==> src/core/sfp_defs.vh <==
/*
  Constants for the serial flash parameter table: the read command, the
  phase lengths of the serial transfer, the table location and every
  fixed byte of the slice from relative offset 0ch to 23h.
  Assumes it is included by bare name from the design files under core/.
*/
// Overview of operation
// - Offset 0ch reads 08h, dual-out cycles
// - Offset 0dh reads 3bh, dual-out opcode
// - Offset 0eh reads 80h, dual-io cycles
// - Offset 0fh reads bbh, dual-io opcode
// - Offset 10h reads eeh, all-phase unsupported
// - All-phase fields 111b/11111b, opcodes ffh
// - Reserved bytes 11h to 19h read ffh
// - Erase type 1: 0ch size, 20h opcode
// - Erase type 2: 10h size, d8h opcode
// - Erase type 3: 12h size, d8h opcode
// - Erase type 4 unsupported: 00h, ffh
`ifndef SFP_DEFS_VH
`define SFP_DEFS_VH

// Serial command and phase lengths
`define SFP_OP_READ_PARAM 8'h5a
`define SFP_CMD_LAST_BIT 5'h07
`define SFP_ADDR_LAST_BIT 5'h17
`define SFP_DUMMY_LAST 5'h07
`define SFP_BYTE_LAST_BIT 5'h07

// Pin synchroniser reset levels, order {cs_n, sck, si}
`define SFP_PIN_RESET 3'h4

// Relative offset 00h of the table in the parameter address space
`define SFP_TABLE_BASE 24'h001120

// Table offsets
`define SFP_OFS_SLICE_LO 8'h0c
`define SFP_OFS_SLICE_HI 8'h23
`define SFP_OFS_DUAL_OUT_CYC 8'h0c
`define SFP_OFS_DUAL_OUT_OP 8'h0d
`define SFP_OFS_DUAL_IO_CYC 8'h0e
`define SFP_OFS_DUAL_IO_OP 8'h0f
`define SFP_OFS_ALL_SUPPORT 8'h10
`define SFP_OFS_RSVD_LO 8'h11
`define SFP_OFS_RSVD_HI 8'h19
`define SFP_OFS_DUAL_ALL_CYC 8'h16
`define SFP_OFS_DUAL_ALL_OP 8'h17
`define SFP_OFS_QUAD_ALL_CYC 8'h1a
`define SFP_OFS_QUAD_ALL_OP 8'h1b
`define SFP_OFS_ERASE1_SIZE 8'h1c
`define SFP_OFS_ERASE1_OP 8'h1d
`define SFP_OFS_ERASE2_SIZE 8'h1e
`define SFP_OFS_ERASE2_OP 8'h1f
`define SFP_OFS_ERASE3_SIZE 8'h20
`define SFP_OFS_ERASE3_OP 8'h21
`define SFP_OFS_ERASE4_SIZE 8'h22
`define SFP_OFS_ERASE4_OP 8'h23

// Cycle fields: mode count in bits 7:5, dummy count in bits 4:0
`define SFP_DUAL_OUT_MODE 3'h0
`define SFP_DUAL_OUT_DUMMY 5'h08
`define SFP_DUAL_IO_MODE 3'h4
`define SFP_DUAL_IO_DUMMY 5'h00
`define SFP_ALL_MODE 3'h7
`define SFP_ALL_DUMMY 5'h1f

// Support byte fields
`define SFP_RESERVED_FUTURE_BITS 3'h7
`define SFP_QUAD_ALL_SUPPORTED 1'h0
`define SFP_DUAL_ALL_SUPPORTED 1'h0

// Opcodes and sizes
`define SFP_VAL_DUAL_OUT_OP 8'h3b
`define SFP_VAL_DUAL_IO_OP 8'hbb
`define SFP_VAL_NO_OPCODE 8'hff
`define SFP_VAL_RESERVED 8'hff
`define SFP_VAL_ERASE1_SIZE 8'h0c
`define SFP_VAL_ERASE1_OP 8'h20
`define SFP_VAL_ERASE2_SIZE 8'h10
`define SFP_VAL_ERASE2_OP 8'hd8
`define SFP_VAL_ERASE3_SIZE 8'h12
`define SFP_VAL_ERASE3_OP 8'hd8
`define SFP_VAL_ERASE4_SIZE 8'h00
`define SFP_VAL_ERASE4_OP 8'hff
`define SFP_VAL_OUTSIDE 8'hff

`endif

==> src/core/sfp_table_rom.v <==
/*
  Fixed parameter table with a registered read port.
  Assumes the caller holds the address steady for one clock before it
  takes the data; there is no write path at all.
*/
`timescale 1ns/100ps
`include "sfp_defs.vh"

module sfp_table_rom (
  input wire ref_clk,
  input wire rst_n,
  input wire [23:0] rd_addr,
  output reg [7:0] rd_data_reg
);

  wire [23:0] rel_addr;
  wire in_slice;
  reg [7:0] rd_data_next;

  assign rel_addr = rd_addr - `SFP_TABLE_BASE;
  assign in_slice = (rel_addr[23:8] == 16'h0000) &&
                    (rel_addr[7:0] >= `SFP_OFS_SLICE_LO) &&
                    (rel_addr[7:0] <= `SFP_OFS_SLICE_HI);

  // Constant decode only, so every read of an offset gives the same byte
  always @* begin
    rd_data_next = `SFP_VAL_OUTSIDE;
    if (!in_slice) begin
      rd_data_next = `SFP_VAL_OUTSIDE;
    end else if (rel_addr[7:0] == `SFP_OFS_DUAL_OUT_CYC) begin
      rd_data_next = {`SFP_DUAL_OUT_MODE, `SFP_DUAL_OUT_DUMMY};
    end else if (rel_addr[7:0] == `SFP_OFS_DUAL_OUT_OP) begin
      rd_data_next = `SFP_VAL_DUAL_OUT_OP;
    end else if (rel_addr[7:0] == `SFP_OFS_DUAL_IO_CYC) begin
      rd_data_next = {`SFP_DUAL_IO_MODE, `SFP_DUAL_IO_DUMMY};
    end else if (rel_addr[7:0] == `SFP_OFS_DUAL_IO_OP) begin
      rd_data_next = `SFP_VAL_DUAL_IO_OP;
    end else if (rel_addr[7:0] == `SFP_OFS_ALL_SUPPORT) begin
      rd_data_next = {`SFP_RESERVED_FUTURE_BITS, `SFP_QUAD_ALL_SUPPORTED,
                      `SFP_RESERVED_FUTURE_BITS, `SFP_DUAL_ALL_SUPPORTED};
    end else if (rel_addr[7:0] == `SFP_OFS_DUAL_ALL_CYC ||
                 rel_addr[7:0] == `SFP_OFS_QUAD_ALL_CYC) begin
      rd_data_next = {`SFP_ALL_MODE, `SFP_ALL_DUMMY};
    end else if (rel_addr[7:0] == `SFP_OFS_DUAL_ALL_OP ||
                 rel_addr[7:0] == `SFP_OFS_QUAD_ALL_OP) begin
      rd_data_next = `SFP_VAL_NO_OPCODE;
    end else if (rel_addr[7:0] >= `SFP_OFS_RSVD_LO &&
                 rel_addr[7:0] <= `SFP_OFS_RSVD_HI) begin
      rd_data_next = `SFP_VAL_RESERVED;
    end else if (rel_addr[7:0] == `SFP_OFS_ERASE1_SIZE) begin
      rd_data_next = `SFP_VAL_ERASE1_SIZE;
    end else if (rel_addr[7:0] == `SFP_OFS_ERASE1_OP) begin
      rd_data_next = `SFP_VAL_ERASE1_OP;
    end else if (rel_addr[7:0] == `SFP_OFS_ERASE2_SIZE) begin
      rd_data_next = `SFP_VAL_ERASE2_SIZE;
    end else if (rel_addr[7:0] == `SFP_OFS_ERASE2_OP) begin
      rd_data_next = `SFP_VAL_ERASE2_OP;
    end else if (rel_addr[7:0] == `SFP_OFS_ERASE3_SIZE) begin
      rd_data_next = `SFP_VAL_ERASE3_SIZE;
    end else if (rel_addr[7:0] == `SFP_OFS_ERASE3_OP) begin
      rd_data_next = `SFP_VAL_ERASE3_OP;
    end else if (rel_addr[7:0] == `SFP_OFS_ERASE4_SIZE) begin
      rd_data_next = `SFP_VAL_ERASE4_SIZE;
    end else if (rel_addr[7:0] == `SFP_OFS_ERASE4_OP) begin
      rd_data_next = `SFP_VAL_ERASE4_OP;
    end else begin
      rd_data_next = `SFP_VAL_OUTSIDE;
    end
  end

  always @(posedge ref_clk or negedge rst_n) begin
    if (!rst_n) begin
      rd_data_reg <= `SFP_VAL_OUTSIDE;
    end else begin
      rd_data_reg <= rd_data_next;
    end
  end

endmodule // sfp_table_rom

==> src/core/sfp_param_table.v <==
/*
  Serial read port for the flash parameter table. Decodes the
  parameter-read command, a 24-bit address and eight dummy clocks, then
  shifts table bytes out MSB first with the address counting up.
  Assumes SPI mode 0 or 3 from the host, with each sck high and low
  phase lasting at least four ref_clk periods, since every pin passes a
  three-stage synchroniser.
*/
`timescale 1ns/100ps
`include "sfp_defs.vh"

module sfp_param_table (
  input wire ref_clk,
  input wire rst_n,
  input wire spi_sck,
  input wire spi_cs_n,
  input wire spi_si,
  output reg spi_so_reg,
  output reg spi_so_oe_reg,
  output reg table_busy_reg,
  output reg cmd_refused_reg
);

  localparam [5:0] ST_IDLE = 6'h01;
  localparam [5:0] ST_CMD = 6'h02;
  localparam [5:0] ST_ADDR = 6'h04;
  localparam [5:0] ST_DUMMY = 6'h08;
  localparam [5:0] ST_DATA = 6'h10;
  localparam [5:0] ST_IGNORE = 6'h20;

  localparam [2:0] PIN_RESET = `SFP_PIN_RESET;
  localparam PIN_SI = 0;
  localparam PIN_SCK = 1;
  localparam PIN_CS_N = 2;

  wire [2:0] pin_in;
  reg [2:0] sync1_reg;
  reg [2:0] sync2_reg;
  reg [2:0] sync3_reg;
  reg [2:0] stable_reg;
  wire [2:0] stable_next;

  wire sck_rise;
  wire sck_fall;
  wire si_bit;
  wire cs_idle;

  reg [5:0] state_reg;
  reg [5:0] state_next;
  reg [4:0] bit_cnt_reg;
  reg [4:0] bit_cnt_next;
  reg [23:0] shift_in_reg;
  reg [23:0] shift_in_next;
  reg [23:0] addr_reg;
  reg [23:0] addr_next;
  reg [7:0] out_shift_reg;
  reg [7:0] out_shift_next;
  reg spi_so_next;
  reg spi_so_oe_next;
  reg table_busy_next;
  reg cmd_refused_next;

  wire [7:0] rom_data;
  wire [23:0] shifted_word;
  reg [4:0] phase_last;
  wire phase_edge;
  wire phase_done;
  wire opcode_ok;

  assign pin_in = {spi_cs_n, spi_sck, spi_si};

  // Three stages per pin; a level is taken only once stages two and
  // three agree, so a metastable first stage never reaches the decode
  genvar i;
  generate
    for (i = 0; i < 3; i = i + 1) begin : g_pin_sync
      always @(posedge ref_clk or negedge rst_n) begin
        if (!rst_n) begin
          sync1_reg[i] <= PIN_RESET[i];
          sync2_reg[i] <= PIN_RESET[i];
          sync3_reg[i] <= PIN_RESET[i];
          stable_reg[i] <= PIN_RESET[i];
        end else begin
          sync1_reg[i] <= pin_in[i];
          sync2_reg[i] <= sync1_reg[i];
          sync3_reg[i] <= sync2_reg[i];
          stable_reg[i] <= stable_next[i];
        end
      end
      assign stable_next[i] = (sync2_reg[i] == sync3_reg[i]) ? sync3_reg[i]
                                                               : stable_reg[i];
    end
  endgenerate

  assign sck_rise = stable_next[PIN_SCK] & ~stable_reg[PIN_SCK];
  assign sck_fall = ~stable_next[PIN_SCK] & stable_reg[PIN_SCK];
  // Data travels the same chain as sck, so it is settled at the edge
  assign si_bit = stable_next[PIN_SI];
  assign cs_idle = stable_next[PIN_CS_N];
  assign shifted_word = {shift_in_reg[22:0], si_bit};

  sfp_table_rom u_table_rom (
    .ref_clk(ref_clk),
    .rst_n(rst_n),
    .rd_addr(addr_reg),
    .rd_data_reg(rom_data)
  );

  // Last bit count of each phase
  always @* begin
    phase_last = 5'h00;
    case (state_reg)
      ST_IDLE: begin
        phase_last = 5'h00;
      end
      ST_CMD: begin
        phase_last = `SFP_CMD_LAST_BIT;
      end
      ST_ADDR: begin
        phase_last = `SFP_ADDR_LAST_BIT;
      end
      ST_DUMMY: begin
        phase_last = `SFP_DUMMY_LAST;
      end
      ST_DATA: begin
        phase_last = `SFP_BYTE_LAST_BIT;
      end
      ST_IGNORE: begin
        phase_last = 5'h00;
      end
      default: begin
        phase_last = 5'h00;
      end
    endcase
  end

  // Input phases count sck rises; the data phase counts falls so each
  // bit is settled for the host's next rise
  assign phase_edge = (state_reg == ST_DATA) ? sck_fall : sck_rise;
  assign phase_done = phase_edge && (bit_cnt_reg == phase_last);
  assign opcode_ok = (shifted_word[7:0] == `SFP_OP_READ_PARAM);

  always @* begin
    state_next = state_reg;
    if (cs_idle) begin
      // Deselect ends any transfer at once, whatever phase it was in
      state_next = ST_IDLE;
    end else begin
      case (state_reg)
        ST_IDLE: begin
          state_next = ST_CMD;
        end
        ST_CMD: begin
          if (phase_done && opcode_ok) begin
            state_next = ST_ADDR;
          end else if (phase_done) begin
            // Anything else, writes included, leaves the table as is
            state_next = ST_IGNORE;
          end
        end
        ST_ADDR: begin
          if (phase_done) begin
            state_next = ST_DUMMY;
          end
        end
        ST_DUMMY: begin
          if (phase_done) begin
            state_next = ST_DATA;
          end
        end
        ST_DATA: begin
          // Bytes follow one another until the host deselects
          state_next = ST_DATA;
        end
        ST_IGNORE: begin
          state_next = ST_IGNORE;
        end
        default: begin
          state_next = ST_IDLE;
        end
      endcase
    end
  end

  always @* begin
    bit_cnt_next = bit_cnt_reg;
    if (cs_idle) begin
      bit_cnt_next = 5'h00;
    end else begin
      case (state_reg)
        ST_CMD, ST_ADDR, ST_DUMMY, ST_DATA: begin
          if (phase_done) begin
            bit_cnt_next = 5'h00;
          end else if (phase_edge) begin
            bit_cnt_next = bit_cnt_reg + 5'h01;
          end
        end
        ST_IGNORE: begin
          // Nothing is counted once a command has been refused
          bit_cnt_next = bit_cnt_reg;
        end
        default: begin
          bit_cnt_next = 5'h00;
        end
      endcase
    end
  end

  // Command and address share one shifter; the address is taken whole,
  // so the table never decodes a half-shifted value
  always @* begin
    shift_in_next = shift_in_reg;
    addr_next = addr_reg;
    if (!cs_idle && (state_reg == ST_CMD || state_reg == ST_ADDR) && sck_rise) begin
      shift_in_next = shifted_word;
    end
    if (!cs_idle && state_reg == ST_ADDR && phase_done) begin
      addr_next = shifted_word;
    end else if (!cs_idle && state_reg == ST_DATA && phase_edge &&
                 bit_cnt_reg == 5'h00) begin
      // Stepping on the first bit of a byte gives the table a whole
      // byte time to answer for the next one
      addr_next = addr_reg + 24'h000001;
    end
  end

  always @* begin
    out_shift_next = out_shift_reg;
    spi_so_next = spi_so_reg;
    spi_so_oe_next = spi_so_oe_reg;
    if (cs_idle) begin
      spi_so_oe_next = 1'b0;
      spi_so_next = 1'b0;
    end else begin
      case (state_reg)
        ST_DATA: begin
          if (phase_edge) begin
            spi_so_oe_next = 1'b1;
            if (bit_cnt_reg == 5'h00) begin
              // Take the prefetched byte, then start fetching the next
              spi_so_next = rom_data[7];
              out_shift_next = {rom_data[6:0], 1'b0};
            end else begin
              spi_so_next = out_shift_reg[7];
              out_shift_next = {out_shift_reg[6:0], 1'b0};
            end
          end
        end
        ST_IDLE, ST_CMD, ST_ADDR, ST_DUMMY, ST_IGNORE: begin
          spi_so_oe_next = spi_so_oe_reg;
        end
        default: begin
          spi_so_oe_next = 1'b0;
        end
      endcase
    end
  end

  // The refusal is a single-cycle pulse on the edge that ends the command
  always @* begin
    cmd_refused_next = 1'b0;
    if (!cs_idle && state_reg == ST_CMD && phase_done && !opcode_ok) begin
      cmd_refused_next = 1'b1;
    end
    table_busy_next = (state_next != ST_IDLE);
  end

  always @(posedge ref_clk or negedge rst_n) begin
    if (!rst_n) begin
      state_reg <= ST_IDLE;
      bit_cnt_reg <= 5'h00;
    end else begin
      state_reg <= state_next;
      bit_cnt_reg <= bit_cnt_next;
    end
  end

  always @(posedge ref_clk or negedge rst_n) begin
    if (!rst_n) begin
      shift_in_reg <= 24'h000000;
      addr_reg <= 24'h000000;
      out_shift_reg <= 8'h00;
    end else begin
      shift_in_reg <= shift_in_next;
      addr_reg <= addr_next;
      out_shift_reg <= out_shift_next;
    end
  end

  // Port outputs, each straight from its own flop
  always @(posedge ref_clk or negedge rst_n) begin
    if (!rst_n) begin
      spi_so_reg <= 1'b0;
      spi_so_oe_reg <= 1'b0;
      table_busy_reg <= 1'b0;
      cmd_refused_reg <= 1'b0;
    end else begin
      spi_so_reg <= spi_so_next;
      spi_so_oe_reg <= spi_so_oe_next;
      table_busy_reg <= table_busy_next;
      cmd_refused_reg <= cmd_refused_next;
    end
  end

endmodule // sfp_param_table

==> config.mk <==
export PLATFORM = sky130hd
export DESIGN_NAME = sfp_param_table
export DESIGN_NICKNAME = d
export VERILOG_FILES = /design/src/core/sfp_table_rom.v /design/src/core/sfp_param_table.v
export VERILOG_INCLUDE_DIRS = /design/src /design/src/core
export SDC_FILE = /design/constraint.sdc
export NUM_CORES = 1
export LEC_CHECK = 0
export BUFFER_PORTS_ARGS = -buffer_cell sky130_fd_sc_hd__buf_2
export CORE_MARGIN = 8
export CORE_UTILIZATION = 40
export DETAILED_ROUTE_END_ITERATION = 8
export SYNTH_ARGS = -nofsm -noshare
export SYNTH_HDL_FRONTEND = slang
export SYNTH_HIERARCHICAL = 1
export SYNTH_SLANG_ARGS = --single-unit
==> constraint.sdc <==
create_clock -name ref_clk -period 3 [get_ports ref_clk]
set_clock_uncertainty 0.15 [all_clocks]
set_input_delay 0.45 -clock ref_clk [delete_from_list [all_inputs] [get_ports ref_clk]]
set_output_delay 0.45 -clock ref_clk [all_outputs]
set_load 0.05 [all_outputs]
==> flow_summary.toml <==
[status]
status = "completed"

[cells_and_area]
final_cell_mix = "dfrtp_1 (76), a21oi_1 (39), o21ai_0 (31)"
area_growth_pct = 11.0
utilization = 0.458
multi_input_area_um2 = 2250
largest_reg_flops = 24
final-instance-count-excl-fill = 626
fin_area_um2 = 5250
seq_area_um2 = 2240
fill_cells = 1064
final_nets = 487
final_common_cell = "dfrtp_1"
drive_gt1_frac = 0.186
diodes = 0

[die]
core_um2 = 11500
die-area_um2 = 15600
boundaryPins = 9
num_rows = 39
initial_core_util = 0.412
chipWidth_um = 125
dieHeight_um = 125

[critical_path]
start_kind = "flop"
slowest_stage = "dfrtp_1"
slowest_delay_ns = 0.48
cpLargestDelayFamily = "compound AO/OA/AOI/OAI gates"
reg2reg_from = "state_reg[1]"
path_cells = "nor3_2 > nand4_1 > a2111oi_2 > o2111ai_2 > buf_4 > a21o_1 > a221o_1"
required_ns = 3.08
setup.worst_path.start = "state_reg[1]"
endpoint_kind = "flop"
critical_path_class = "reg -> reg"
crit_buf_inv = 1
cp.arrival_ns = 2.74
worstPathMaxFanout = 17

[clock_tree]
max-clock-path-buffers = 2
clock_latency_ns = 0.34
cts-resized-gates = 0
clkTransAtPathRegs_ns = 0.07
cts_sinks = 89
cts_setup_buffers = 0
ctsRootBufferMaster = "clkbuf_16"
numCtsBuffers = 9
htreeDepth = 3
cts_tree = "built"

[sta]
slew_violations = 0
fmax_ghz = 0.376
period_minus_slack_ns = 2.66
hold_viol_final = 0
tightest_slew_ns = 0.625
finalSetupTns_ns = 0
setup_violations = 0
rsz0062_at_grt = "no"
fin_crit_sh = 0.886
maxSlewHeadroom = 0.584

[global_route]
grtUsageTotal = 0.132
grt_overflow = 0
grt_max_degree = 46
grt_pass1_vias = 3522
grt_pass1_wl_um = 17300
grt_antenna_before_repair = 0

[yosys]
synthCells = 469
ys_warn_count = 6
yosysTopAreaCellShare = 0.402
synth_seq_cells = 89
synthTopCellsByArea = "dfrtp_1 (40%), dfstp_2 (7.2%), mux2_2 (5.0%), a21oi_1 (4.1%), o21ai_0 (3.3%)"
ys_seq_area_frac = 0.474
synth_ff_type = "dfrtp_1"
synthArstFlopShare = 1.00
syn-num-nets = 478
avgSynthCellArea_um2 = 10.1
ys_types = 74
synth_edf_count = 0
netlist_area_um2 = 4730
yosys.area.top_type = "dfrtp_1"

[power_and_ir_drop]
leakage_uw = 0.00225
powerDensity_nw_per_um2 = 533
irDropWorstVdd_uv = 426

[drt]
via_per_inst = 5.79
dr.pass1.iters = 4
drt_iter0_drc = 275
finalWirelength_um = 10100
drc = 0
vias = 3625
wl_per_cell_um = 16.1
postRouteAntennaNets = 0

[placement]
dp_cells = 609
postPlaceCellArea_um2 = 4910
dp.final_hpwl_um = 6750
place_congestion = 0.805
numPortBuffers = 8

[run]
max-cap-violations = 0

[min_path]
hold_start = "spi_cs_n"
min_path_type = "in -> reg"
worst paths after layout:
kind	slack, ns	depth (start not counted)	end
worst max-delay path	0.34	7	addr_reg[9]
min in group asynchronous	0.51	2	bit_cnt_reg[2]
worst max register to register	0.34	7	addr_reg[9]
worst min register to register	0.20	0	sync2_reg[0]
worst min-delay path	0.05	1	sync1_reg[2]
max in group asynchronous	1.54	3	addr_reg[19]
metal layers:
metal  vias up  wire length (um)  track usage  share of wire
met2        83              4590        0.201           0.46
met3        21               500       0.0336          0.050
li1       1763                 -            -              -
met5         -                 0            0              0
met1      1758              4760        0.171           0.47
met4         0               228       0.0609          0.023
area by class of cell:
| class | count | area share |
|---|---|---|
| sequential | 89 | 0.427 |
| clock buffer | 9 | 0.0429 |
| timing repair buffer | 21 | 0.0296 |
| multi-input combinational | 332 | 0.429 |
| tap | 143 | 0.0341 |
| clock inverter | 7 | 0.0193 |
| inverter | 25 | 0.0179 |
repair_timing:
action | CTS | global route
hold buffers | 1 | 0
endpoints found under the setup margin | 0 | 0
endpoints found under the hold margin | 31 | 0
where the power goes:
part           leakage [uW]  internal (uW)  switching (uW)  total, uW
clock              0.000153            737             484       1220
combinational      0.000916            110             169        279
sequential          0.00118           1250            54.4       1300
worst reg2reg max path: cells and delay by family (launching register included):
| kind | cells | cell delay, ns |
|---|---|---|
| and+or+nand+nor | 2 | 0.65 |
| buffers and inverters | 1 | 0.23 |
| AOI/OAI and AO/OA | 4 | 1.04 |
| DFF | 1 | 0.48 |
per-stage QoR:
stage               hold slack [ns]  setup slack, ns  power, uW
floorplan                   0.00441            0.472       1520
global placement              0.183            0.407       1590
detailed placement            0.186            0.371       1600
CTS                          0.0378            0.365       2840
global route                 0.0359            0.145       2930
finish                       0.0488            0.341       2800
synthesized netlist by cell type, types with 3 or more instances:
| master | number |
|---|---|
| maj3_1 | 3 |
| o211ai_1 | 6 |
| nand3_1 | 23 |
| and3_1 | 5 |
| nor4b_1 | 3 |
| o21ai_0 | 31 |
| clkbuf_1 | 9 |
| o22ai_1 | 3 |
| buf_2 | 8 |
| mux2_2 | 21 |
| dfstp_2 | 13 |
| dfrtp_1 | 76 |
| nand3b_1 | 3 |
| buf_6 | 4 |
| ha_1 | 4 |
| nor2_1 | 30 |
| nand2_1 | 25 |
| nand4_1 | 7 |
| nand2b_1 | 6 |
| o21ai_1 | 6 |
| mux2i_1 | 15 |
| a21oi_1 | 39 |
| inv_1 | 25 |
| nor3_1 | 20 |
| nor2b_1 | 4 |
| a32oi_1 | 5 |
| nand4b_1 | 4 |
| nor4_1 | 5 |
| a211oi_1 | 3 |
logic make-up (layout without fill, tap and decap cells):
group           after synthesis  in the layout  share of synthesized area
buf+inv                      48             62                     0.0508
compound gates              131            131                      0.192
flops                        89             89                      0.474
mux                          36             36                     0.0817
fa+ha+maj                     7              7                     0.0169
simple gates                156            156                      0.181
xor+xnor                      2              2                    0.00370
(Power assumes the default switching activity.)
